### src/core/panel_mode_pkg.sv
package panel_mode_pkg;

  // ---------------------------------------------------------------
  // Host window and register map
  // ---------------------------------------------------------------
  localparam logic [15:0] REG_WINDOW_BASE = 16'hFFE0;
  localparam logic [15:0] REG_WINDOW_LAST = 16'hFFFF;
  localparam logic [15:0] CHIP_ID_ADDR = 16'hFFE0;
  localparam logic [15:0] PANEL_MODE_ADDR = 16'hFFE1;
  localparam int ADDR_W = 16;
  localparam int DATA_W = 8;

  // ---------------------------------------------------------------
  // Identification byte layout
  // ---------------------------------------------------------------
  localparam int PRODUCT_MSB = 7;
  localparam int PRODUCT_LSB = 2;
  localparam int REVISION_MSB = 1;
  localparam int REVISION_LSB = 0;

  // ---------------------------------------------------------------
  // Panel mode control layout and reset value
  // ---------------------------------------------------------------
  localparam int MODE_ACTIVE_BIT = 7;
  localparam int MODE_DUAL_BIT = 6;
  localparam int MODE_COLOR_BIT = 5;
  localparam int MODE_LINE_POL_BIT = 4;
  localparam int MODE_FRAME_POL_BIT = 3;
  localparam int MODE_SHIFT_MASK_BIT = 2;
  localparam int MODE_WIDTH_MSB = 1;
  localparam int MODE_WIDTH_LSB = 0;
  localparam logic [7:0] PANEL_MODE_RESET = 8'h00;
  localparam logic [7:0] READ_DATA_RESET = 8'h00;
  localparam logic [7:0] UNMAPPED_READ = 8'h00;

  // ---------------------------------------------------------------
  // Data width codes
  // ---------------------------------------------------------------
  localparam logic [1:0] WIDTH_CODE_0 = 2'h0;
  localparam logic [1:0] WIDTH_CODE_1 = 2'h1;
  localparam logic [1:0] WIDTH_CODE_3 = 2'h3;

  // ---------------------------------------------------------------
  // Decoded panel data formats
  // ---------------------------------------------------------------
  typedef enum logic [3:0] {
    FMT_RESERVED = 4'h0,
    FMT_MONO_SINGLE_4 = 4'h1,
    FMT_MONO_SINGLE_8 = 4'h2,
    FMT_MONO_DUAL_8 = 4'h3,
    FMT_COLOR_SINGLE_4 = 4'h4,
    FMT_COLOR_SINGLE_8_A = 4'h5,
    FMT_COLOR_SINGLE_8_B = 4'h6,
    FMT_COLOR_DUAL_8 = 4'h7,
    FMT_ACTIVE_9 = 4'h8,
    FMT_ACTIVE_12 = 4'h9
  } panel_format_t;

endpackage

### src/core/lcd_panel_mode_config.sv
`timescale 1ns/1ps
module lcd_panel_mode_config
  import panel_mode_pkg::*;
#(
  parameter logic [5:0] PRODUCT_CODE = 6'h2A, // Arbitrary value.
  parameter logic [1:0] REVISION_CODE = 2'h2, // Arbitrary value.
  parameter int BUS_ADDR_W = ADDR_W,
  parameter int BUS_DATA_W = DATA_W
) (
  // Clock and reset
  input wire logic CLK,
  input wire logic RESETN,
  // Host memory-mapped port
  input wire logic CS_N,
  input wire logic RD_N,
  input wire logic WR_N,
  input wire logic [BUS_ADDR_W-1:0] HOST_ADDRESS_BUS,
  input wire logic [BUS_DATA_W-1:0] HOST_DATA_IN,
  output logic [BUS_DATA_W-1:0] HOST_DATA_OUT,
  output logic HOST_DATA_OE,
  // Raw timing from the panel timing generator, all active high
  input wire logic RAW_LINE_PULSE,
  input wire logic RAW_FRAME_PULSE,
  input wire logic RAW_SHIFT_CLOCK,
  input wire logic NON_DISPLAY,
  // Panel interface outputs
  output logic LINE_PULSE_OUT,
  output logic FRAME_PULSE_OUT,
  output logic PIXEL_SHIFT_CLOCK_OUT,
  // Decoded mode for the data path
  output logic PANEL_ACTIVE,
  output logic PANEL_DUAL,
  output logic PANEL_COLOR,
  output panel_format_t PANEL_FORMAT,
  output logic FORMAT_RESERVED
);

  // ---------------------------------------------------------------
  // Elaboration checks
  // ---------------------------------------------------------------
  if (BUS_ADDR_W != ADDR_W) begin : g_bad_addr
    $error("Host address bus must be 16 bits wide.");
  end
  if (BUS_DATA_W != DATA_W) begin : g_bad_data
    $error("Host data bus must be 8 bits wide.");
  end

  // ---------------------------------------------------------------
  // Host access decode
  // ---------------------------------------------------------------
  logic [7:0] mode_r;
  logic [7:0] mode_nxt;
  logic [7:0] rdata_r;
  logic [7:0] rdata_nxt;
  logic oe_r;
  logic in_window;
  logic host_read;
  logic host_write;
  logic hit_id;
  logic hit_mode;
  logic [7:0] id_byte;

  // The window is the top 32 bytes, so only the upper address bits need a compare.
  assign in_window = !CS_N && (HOST_ADDRESS_BUS[15:5] == REG_WINDOW_BASE[15:5]);
  assign host_read = in_window && !RD_N;
  assign host_write = in_window && !WR_N;
  assign hit_id = (HOST_ADDRESS_BUS == CHIP_ID_ADDR);
  assign hit_mode = (HOST_ADDRESS_BUS == PANEL_MODE_ADDR);
  assign id_byte = {PRODUCT_CODE, REVISION_CODE};

  // ---------------------------------------------------------------
  // Register write path
  // ---------------------------------------------------------------
  // Only the mode byte has storage; a write to the identification byte
  // or to an unused window address falls through without effect.
  assign mode_nxt = (host_write && hit_mode) ? HOST_DATA_IN : mode_r;

  always_ff @(posedge CLK or negedge RESETN) begin
    if (!RESETN) begin
      mode_r <= PANEL_MODE_RESET;
    end else begin
      mode_r <= mode_nxt;
    end
  end

  // ---------------------------------------------------------------
  // Register read path
  // ---------------------------------------------------------------
  assign rdata_nxt = !host_read ? READ_DATA_RESET :
                     hit_id ? id_byte :
                     hit_mode ? mode_r : UNMAPPED_READ;

  always_ff @(posedge CLK or negedge RESETN) begin
    if (!RESETN) begin
      rdata_r <= READ_DATA_RESET;
      oe_r <= 1'b0;
    end else begin
      rdata_r <= rdata_nxt;
      oe_r <= host_read;
    end
  end

  assign HOST_DATA_OUT = rdata_r;
  assign HOST_DATA_OE = oe_r;

  // ---------------------------------------------------------------
  // Mode field decode
  // ---------------------------------------------------------------
  logic active_sel;
  logic dual_eff;
  logic color_eff;
  logic shift_masked;
  logic line_nxt;
  logic frame_nxt;
  logic shift_nxt;
  panel_format_t format_sel;

  assign active_sel = mode_r[MODE_ACTIVE_BIT];
  // Drive and colour fields are forced off for active panels so nothing downstream sees them.
  assign dual_eff = !active_sel && mode_r[MODE_DUAL_BIT];
  assign color_eff = !active_sel && mode_r[MODE_COLOR_BIT];
  assign shift_masked = color_eff || mode_r[MODE_SHIFT_MASK_BIT];

  panel_format_decoder u_format (
    .active_sel(active_sel),
    .dual_sel(mode_r[MODE_DUAL_BIT]),
    .color_sel(mode_r[MODE_COLOR_BIT]),
    .width_code(mode_r[MODE_WIDTH_MSB:MODE_WIDTH_LSB]),
    .format_sel(format_sel)
  );

  // ---------------------------------------------------------------
  // Panel pulse shaping
  // ---------------------------------------------------------------
  // Passive panels always see active-high pulses; the polarity bits only
  // bend the pulses of an active panel.
  assign line_nxt = active_sel ? (mode_r[MODE_LINE_POL_BIT] ? RAW_LINE_PULSE : !RAW_LINE_PULSE)
                               : RAW_LINE_PULSE;
  assign frame_nxt = active_sel ? (mode_r[MODE_FRAME_POL_BIT] ? RAW_FRAME_PULSE : !RAW_FRAME_PULSE)
                                : RAW_FRAME_PULSE;
  // Holding the clock low in blank time saves panel power at the cost of
  // no clock for panels that need it free running; software picks, except that passive colour panels always have it held low.
  assign shift_nxt = RAW_SHIFT_CLOCK && !(NON_DISPLAY && shift_masked);

  always_ff @(posedge CLK or negedge RESETN) begin
    if (!RESETN) begin
      LINE_PULSE_OUT <= 1'b0;
      FRAME_PULSE_OUT <= 1'b0;
      PIXEL_SHIFT_CLOCK_OUT <= 1'b0;
    end else begin
      LINE_PULSE_OUT <= line_nxt;
      FRAME_PULSE_OUT <= frame_nxt;
      PIXEL_SHIFT_CLOCK_OUT <= shift_nxt;
    end
  end

  // ---------------------------------------------------------------
  // Decoded mode outputs
  // ---------------------------------------------------------------
  always_ff @(posedge CLK or negedge RESETN) begin
    if (!RESETN) begin
      PANEL_ACTIVE <= 1'b0;
      PANEL_DUAL <= 1'b0;
      PANEL_COLOR <= 1'b0;
      PANEL_FORMAT <= FMT_RESERVED;
      FORMAT_RESERVED <= 1'b0;
    end else begin
      PANEL_ACTIVE <= active_sel;
      PANEL_DUAL <= dual_eff;
      PANEL_COLOR <= color_eff;
      PANEL_FORMAT <= format_sel;
      // Reserved codes are flagged rather than trapped; the data path decides.
      FORMAT_RESERVED <= (format_sel == FMT_RESERVED);
    end
  end

  // ---------------------------------------------------------------
  // Checks
  // ---------------------------------------------------------------
  logic written_r;

  always_ff @(posedge CLK or negedge RESETN) begin
    if (!RESETN) begin
      written_r <= 1'b0;
    end else if (host_write && hit_mode) begin
      written_r <= 1'b1;
    end
  end
endmodule // lcd_panel_mode_config

### src/core/panel_format_decoder.sv
`timescale 1ns/1ps
module panel_format_decoder
  import panel_mode_pkg::*;
(
  // Mode fields
  input wire logic active_sel,
  input wire logic dual_sel,
  input wire logic color_sel,
  input wire logic [1:0] width_code,
  // Decoded format
  output panel_format_t format_sel
);

  // ---------------------------------------------------------------
  // Format table
  // ---------------------------------------------------------------
  function automatic panel_format_t decode_format(input logic act, input logic dual, input logic col,
                                                  input logic [1:0] code);
    panel_format_t f;
    f = FMT_RESERVED;
    if (act) begin
      // Drive and colour fields do not matter for active panels.
      f = code[0] ? FMT_ACTIVE_12 : FMT_ACTIVE_9;
    end else if (!col && !dual) begin
      if (code == WIDTH_CODE_0) f = FMT_MONO_SINGLE_4;
      else if (code == WIDTH_CODE_1) f = FMT_MONO_SINGLE_8;
    end else if (!col && dual) begin
      if (code == WIDTH_CODE_1) f = FMT_MONO_DUAL_8;
    end else if (col && !dual) begin
      if (code == WIDTH_CODE_0) f = FMT_COLOR_SINGLE_4;
      else if (code == WIDTH_CODE_1) f = FMT_COLOR_SINGLE_8_A;
      else if (code == WIDTH_CODE_3) f = FMT_COLOR_SINGLE_8_B;
    end else begin
      if (code == WIDTH_CODE_1) f = FMT_COLOR_DUAL_8;
    end
    return f;
  endfunction

  assign format_sel = decode_format(active_sel, dual_sel, color_sel, width_code);

endmodule // panel_format_decoder

### config.mk
export PLATFORM = sky130hd
export DESIGN_NAME = lcd_panel_mode_config
export DESIGN_NICKNAME = d
export VERILOG_FILES = /design/src/core/panel_mode_pkg.sv /design/src/core/lcd_panel_mode_config.sv /design/src/core/panel_format_decoder.sv
export SDC_FILE = /design/constraint.sdc
export NUM_CORES = 1
export LEC_CHECK = 0
export ABC_CLOCK_PERIOD_IN_PS = 1500
export BUFFER_PORTS_ARGS = -buffer_cell sky130_fd_sc_hd__buf_2
export CAP_MARGIN = 20
export CELL_PAD_IN_SITES_DETAIL_PLACEMENT = 1
export CELL_PAD_IN_SITES_GLOBAL_PLACEMENT = 2
export CORE_MARGIN = 2
export CORE_UTILIZATION = 29
export DETAILED_ROUTE_END_ITERATION = 8
export PLACE_DENSITY_LB_ADDON = 0.1
export SETUP_SLACK_MARGIN = 0.15
export SYNTH_ARGS = -nofsm -noshare
export SYNTH_HDL_FRONTEND = slang
export SYNTH_SLANG_ARGS = --single-unit
### constraint.sdc
create_clock -name CLK -period 1.5 [get_ports CLK]
set_input_delay 0.3 -clock CLK [delete_from_list [all_inputs] [get_ports CLK]]
set_output_delay 0.3 -clock CLK [all_outputs]
set_load 0.1 [all_outputs]
==> reports/metrics.csv, run 1 <==
metric,value,unit
status,"complete, no violations",
die_area,4280,um^2
root_buffer,clkbuf_8,
initial_core_util,30.1,%
cp.required,1.66,ns
grt_pass1_wl,4050,um
grt_overflow_total,0,
wire_per_inst,13.6,um
ys_seq_elements,27,
tightest_slew,0.593,ns
cp-end-kind,register,
total_power,1.27,mW
slowest_stage,or4_4,
synth_nets,116,
rows,22,
avgSynthCellArea,13.2,um^2
cts_tree,yes,
max_slew_margin,60.4,%
die_x,65.4,um
slew_viol_final,0,
ctsHoldBuffers,0,
fillers,423,
fin_nets,175,
r2r_cells,3,
period_share,88.3,%
ys_seq_area_share,61.8,%
antenna_found_initial,0,
r2r_slack,0.42,ns
first_pass_iters,4,
finalHoldViolations,0,
track_usage,12.6,%
clock_sinks,27,
io_pins,53,
cp_max_fo,8,
powerDensity,831,nW/um^2
max_clock_freq,755,MHz
antenna_cells,0,
fin_worst_skew,0.00450,ns
critPathTopFamily,simple AND/OR/NAND/NOR gates,
fin_cells,189,
fin_tns_setup,0,ns
final_antenna_net_count,0,
cpPeakStageDelay,0.53,ns
cts_buffer_depth,2,
synthCells,83,
power_leakage,0.810,nW
vias,844,
arrival,1.49,ns
place_hpwl,2000,um
clkTransAtPathRegs,0.10,ns
drc,0,
path_depth,5,
critPathKind,input port to register,
core-area,3630,um^2
die_h,65.4,um
syn_to_final_growth,39.8,%
post-place-ws,-0.129,ns
startpoint_type,input port,
peakVddDrop,0.414,mV
cts_inserted_buffers,3,
place_congestion,0.693,
period_needed,1.33,ns
worstHoldPathType,input port to async pin,
grt_max_degree,28,
drt_iter0_drc,6,
ys_warn_count,0,
drive_gt1_share,52.5,%
setup_viol,0,
syn_area,1090,um^2
rsz0062_at_grt,no,
clk_latency,0.27,ns
cp_num_buf_inv,1,
h-tree-depth,1,
ys_types,24,
grt_pass1_vias,909,
routed_wl,2570,um
vias_per_cell,4.47,
setup_slack,0.175,ns
fin_util,42.1,%
place_inst,185,
port_buffers,52,
drv_cap,0,
crit_chain,buf_6 -> or4_4 -> nor2_4 -> nand2_4 -> mux2_4,
## cells in the mapped netlist, drive strengths merged
cell | instances | area (um^2)
nand4b | 1 | 8.76
nor2 | 5 | 26.3
nand4 | 2 | 12.5
inv | 5 | 18.8
dfrtp | 27 | 676
nand2b | 1 | 6.26
mux2 | 8 | 120
and3 | 4 | 25.0
or4 | 1 | 11.3
a21oi | 7 | 35.0
nor3 | 3 | 15.0
nor2b | 1 | 6.26
and2 | 2 | 13.8
nor4 | 2 | 12.5
a211oi | 1 | 7.51
nor4b | 1 | 23.8
o21ai | 3 | 15.0
clkbuf | 1 | 3.75
nand2 | 4 | 22.5
buf | 1 | 7.51
xnor2 | 3 | 26.3
## through the flow
stage          area (um^2)  hold WS, ns
5_1_grt               1530       0.0597
6_report              1530       0.0170
2_1_floorplan         1090      0.00441
4_1_cts               1490       0.0484
3_5_place_dp          1430        0.360
3_3_place_gp          1430        0.341
## where the power goes
part	internal, mW	switching [mW]
sequential	0.731	0.00100
clock	0.188	0.236
combinational	0.0446	0.0685
## layer usage
metal  wire (um)  share of wire (%)  GRT usage, %
met5           0                  0             0
met4          33                1.3          4.95
met1        1140                 45          16.3
met3         153                6.0          2.57
met2        1240                 48          20.5
## cell type report
cell class | instances | area, um^2 | area share, %
well taps | 48 | 60.1 | 3.93
inverters | 5 | 18.8 | 1.23
multi-input cells | 49 | 388 | 25.4
flip-flops and latches | 27 | 677 | 44.3
clock inverters | 1 | 7.51 | 0.491
clock buffers | 3 | 41.3 | 2.70
repair buffers | 56 | 337 | 22.0
## cell families (layout without fill, tap and decap cells)
kind of cell,after synthesis,count (layout),synth area share (%)
buffers and inverters,7,65,2.75
and+or+nand+nor,27,27,16.8
DFF,27,27,61.8
AOI/OAI and AO/OA,11,11,5.26
muxes,8,8,11.0
xor gates and xnor gates,3,3,2.40
## layout by cell type (no fill, tap or decap), drive strengths merged, types with 2 or more instances in the layout
master,count
nand2,4
nand4,2
buf,42
dfrtp,27
a21oi,7
mux2,8
clkbuf,17
and2,2
nor3,3
and3,4
nor2,5
o21ai,3
xnor2,3
inv,5
nor4,2
## sequential cells by signal (all words and copies together), names as in the netlist
signal	count
PANEL_COLOR	1
PANEL_ACTIVE	1
HOST_DATA_OE	1
PIXEL_SHIFT_CLOCK_OUT	1
PANEL_FORMAT	3
mode_r	8
LINE_PULSE_OUT	1
HOST_DATA_OUT	8
PANEL_DUAL	1
FORMAT_RESERVED	1
FRAME_PULSE_OUT	1
## path summary, 6_finish.rpt
check                               startpoint              end
hold / removal                          RESETN  PANEL_FORMAT[1]
setup reg to reg                     mode_r[7]  PANEL_FORMAT[0]
setup / recovery           HOST_ADDRESS_BUS[1]        mode_r[3]
hold reg to reg                      mode_r[3]        mode_r[3]
min in group CLK                          RD_N     HOST_DATA_OE
max in group asynchronous               RESETN     PANEL_ACTIVE
## repair_timing
action / CTS / global route
setup buffers: 0 / 0
setup endpoints to repair: 4 / 16
gates resized for setup: 2 / 15
Power figures use the tool's default switching activity.
==> run 2, diff against run 1 <==
--- a/config.mk
+++ b/config.mk
@@ -13,7 +13,7 @@
 export CORE_MARGIN = 2
 export CORE_UTILIZATION = 29
 export DETAILED_ROUTE_END_ITERATION = 8
-export PLACE_DENSITY_LB_ADDON = 0.1
+export PLACE_DENSITY = 0.78
 export SETUP_SLACK_MARGIN = 0.15
 export SYNTH_ARGS = -nofsm -noshare
 export SYNTH_HDL_FRONTEND = slang
==> run 2 against run 1 <==
Against the previous run:
- clock skew grew 0.00078 ns
- maximum frequency shrank 1.8%
- first-iteration DRC count grew to 3.0 times the previous value
- clock-buffer cell count is the same
- die area is the same
- sequential cell count is the same
- worst setup slack lost 0.024 ns
- critical path depth is the same
- sequential power is essentially flat
- clock power shrank 5.7%
- register-to-register slack is essentially flat
- critical path type unchanged
==> reports/metrics.csv, run 2 (synthesis gave the netlist of run 1 again) <==
metric,value,unit,change
status,"complete, no violations",,
antenna_cells,0,,unchanged
slew_viol_final,0,,unchanged
cpPeakStageDelay,0.53,ns,about the same
die_h,65.4,um,unchanged
critPathKind,input port to register,,
fin_nets,174,,-0.57%
final_antenna_net_count,0,,unchanged
grtUsageMet2,23.0,%,+2.4 points
vias,829,,-1.8%
rows,22,,unchanged
worstHoldPathType,input port to async pin,,
die_area,4280,um^2,unchanged
final_common_cell,buf_2,,
stdcell_area,1510,um^2,-0.98%
routed_wl,2570,um,about the same
place_hpwl,2060,um,+3.1%
ctsHoldBuffers,0,,unchanged
use_met1,15.9,%,-0.46 points
finalHoldViolations,0,,unchanged
drv_cap,0,,unchanged
track_usage,13.2,%,+0.62 points
cp_max_fo,8,,unchanged
fin_cells,188,,-0.53%
period_share,89.9,%,+1.6 points
cp.required,1.66,ns,about the same
power_frac_comb,9.0,%,about the same
max_slew_margin,62.1,%,+1.7 points
met3_usage,1.03,%,-1.5 points
clkTransAtPathRegs,0.09,ns,about the same
cp-end-kind,register,,
cts_inserted_buffers,3,,unchanged
r2r-start,mode_r[7],,
grt_pass1_wl,4200,um,+3.6%
slowest_stage,or4_4,,
startpoint_type,input port,,
r2r_slack,0.43,ns,about the same
fin_worst_skew,0.00529,ns,+0.000784 ns
rsz0062_at_grt,yes,,
h-tree-depth,1,,unchanged
root_buffer,clkbuf_8,,
core-area,3630,um^2,unchanged
switchingPower,0.284,mW,-7.0%
arrival,1.51,ns,+0.02 ns
p_int,0.960,mW,-0.45%
port_buffers,52,,unchanged
first_pass_iters,3,,-1
grt_max_degree,28,,unchanged
switching_share,22.8,%,-1.2 points
vias_per_cell,4.41,,-1.3%
antenna_found_initial,0,,unchanged
wire_per_inst,13.6,um,+0.49%
period_needed,1.35,ns,+0.0239 ns
postPlaceCellArea,1430,um^2,-0.52%
peakVddDrop,0.286,mV,-31%
drive_gt1_share,52.1,%,-0.34 points
syn_to_final_growth,38.4,%,
tightest_slew,0.568,ns,-0.0256 ns
drt_iter0_drc,18,,+12
clk_latency,0.27,ns,about the same
r2r_cells,3,,unchanged
power_leakage,0.809,nW,-0.15%
max_clock_freq,741,MHz,-1.8%
final_cell_mix,"37 x buf_2, 26 x dfrtp_1, 10 x clkbuf_4",,
cts_tree,yes,,
seq_power_share,58.8,%,+1.1 points
powerDensity,822,nW/um^2,-1.0%
crit_chain,buf_6 -> or4_4 -> nor2_4 -> nand2_4 -> mux2_4,,
die_x,65.4,um,unchanged
grt.busiest_layer,met2,,
post_cts_buffers,0,,unchanged
clockPowerShare,32.2,%,-1.2 points
initial_core_util,30.1,%,unchanged
drc,0,,unchanged
fin_util,41.7,%,-0.41 points
fin_tns_setup,0,ns,unchanged
grt_pass1_vias,871,,-4.2%
rr_endpoint,PANEL_FORMAT[0],,
place_congestion,0.707,,+2.0%
cts_buffer_depth,2,,unchanged
clock_sinks,27,,unchanged
grt_overflow_total,0,,unchanged
setup_viol,0,,unchanged
io_pins,53,,unchanged
place_inst,184,,-0.54%
==> run 2: per-layer routing <==
metal | vias to the layer above | wire [um]
met2 | 30 | 1290
met1 | 394 | 1100
met3 | 5 | 117
met4 | 0 | 63
li1 | 400 | -
met5 | - | 0
==> run 2: final cells by class <==
class | count | area, um^2
Fill cell | 421 | 2120
Sequential cell | 27 | 677
Multi-Input combinational cell | 49 | 388
Timing Repair Buffer | 55 | 324
Tap cell | 48 | 60.1
Clock buffer | 3 | 41.3
Inverter | 5 | 18.8
Clock inverter | 1 | 5.00
==> run 2: repair_timing <==
action | in CTS | in global routing
endpoints found under the setup margin | 8 | 18
gates resized for setup | 5 | 10
hold endpoints to repair | 0 | 0
==> run 2: power by group through the flow <==
stage / Sequential [mW] / Combinational [mW] / Clock [mW]
after floorplan: 0.778 / 0.0104 / 0
after CTS: 0.732 / 0.113 / 0.416
after global placement: 0.747 / 0.108 / 0
after detailed placement: 0.747 / 0.111 / 0
after global routing: 0.733 / 0.121 / 0.451
final: 0.732 / 0.112 / 0.400
==> run 2: critical path: cells and delay by family <==
| kind | cells | cell delay [ns] |
|---|---|---|
| AND/OR/NAND/NOR | 3 | 0.79 |
| buffers and inverters | 1 | 0.09 |
| multiplexers | 1 | 0.32 |
==> run 2: worst max-delay path by stage <==
| stage | start | end | slack, ns | cells after the start |
|---|---|---|---|---|
| 4_1_cts | HOST_ADDRESS_BUS[1] | mode_r[5] | 0.15 | 5 |
| 2_1_floorplan | HOST_ADDRESS_BUS[1] | mode_r[0] | 0.006 | 4 |
| 3_3_place_gp | HOST_ADDRESS_BUS[1] | mode_r[1] | -0.12 | 5 |
| 5_1_grt | HOST_ADDRESS_BUS[1] | mode_r[6] | 0.13 | 5 |
| 3_5_place_dp | HOST_ADDRESS_BUS[1] | mode_r[5] | -0.15 | 5 |
| 6_report | HOST_ADDRESS_BUS[1] | mode_r[5] | 0.15 | 5 |
==> run 2: per-stage QoR <==
step	worst slack, ns	hold slack [ns]	total power, mW
6_report	0.151	0.0105	1.24
2_1_floorplan	0.00576	0.00441	0.789
5_1_grt	0.132	0.0417	1.31
3_3_place_gp	-0.120	0.327	0.854
4_1_cts	0.150	0.0297	1.26
3_5_place_dp	-0.154	0.327	0.858
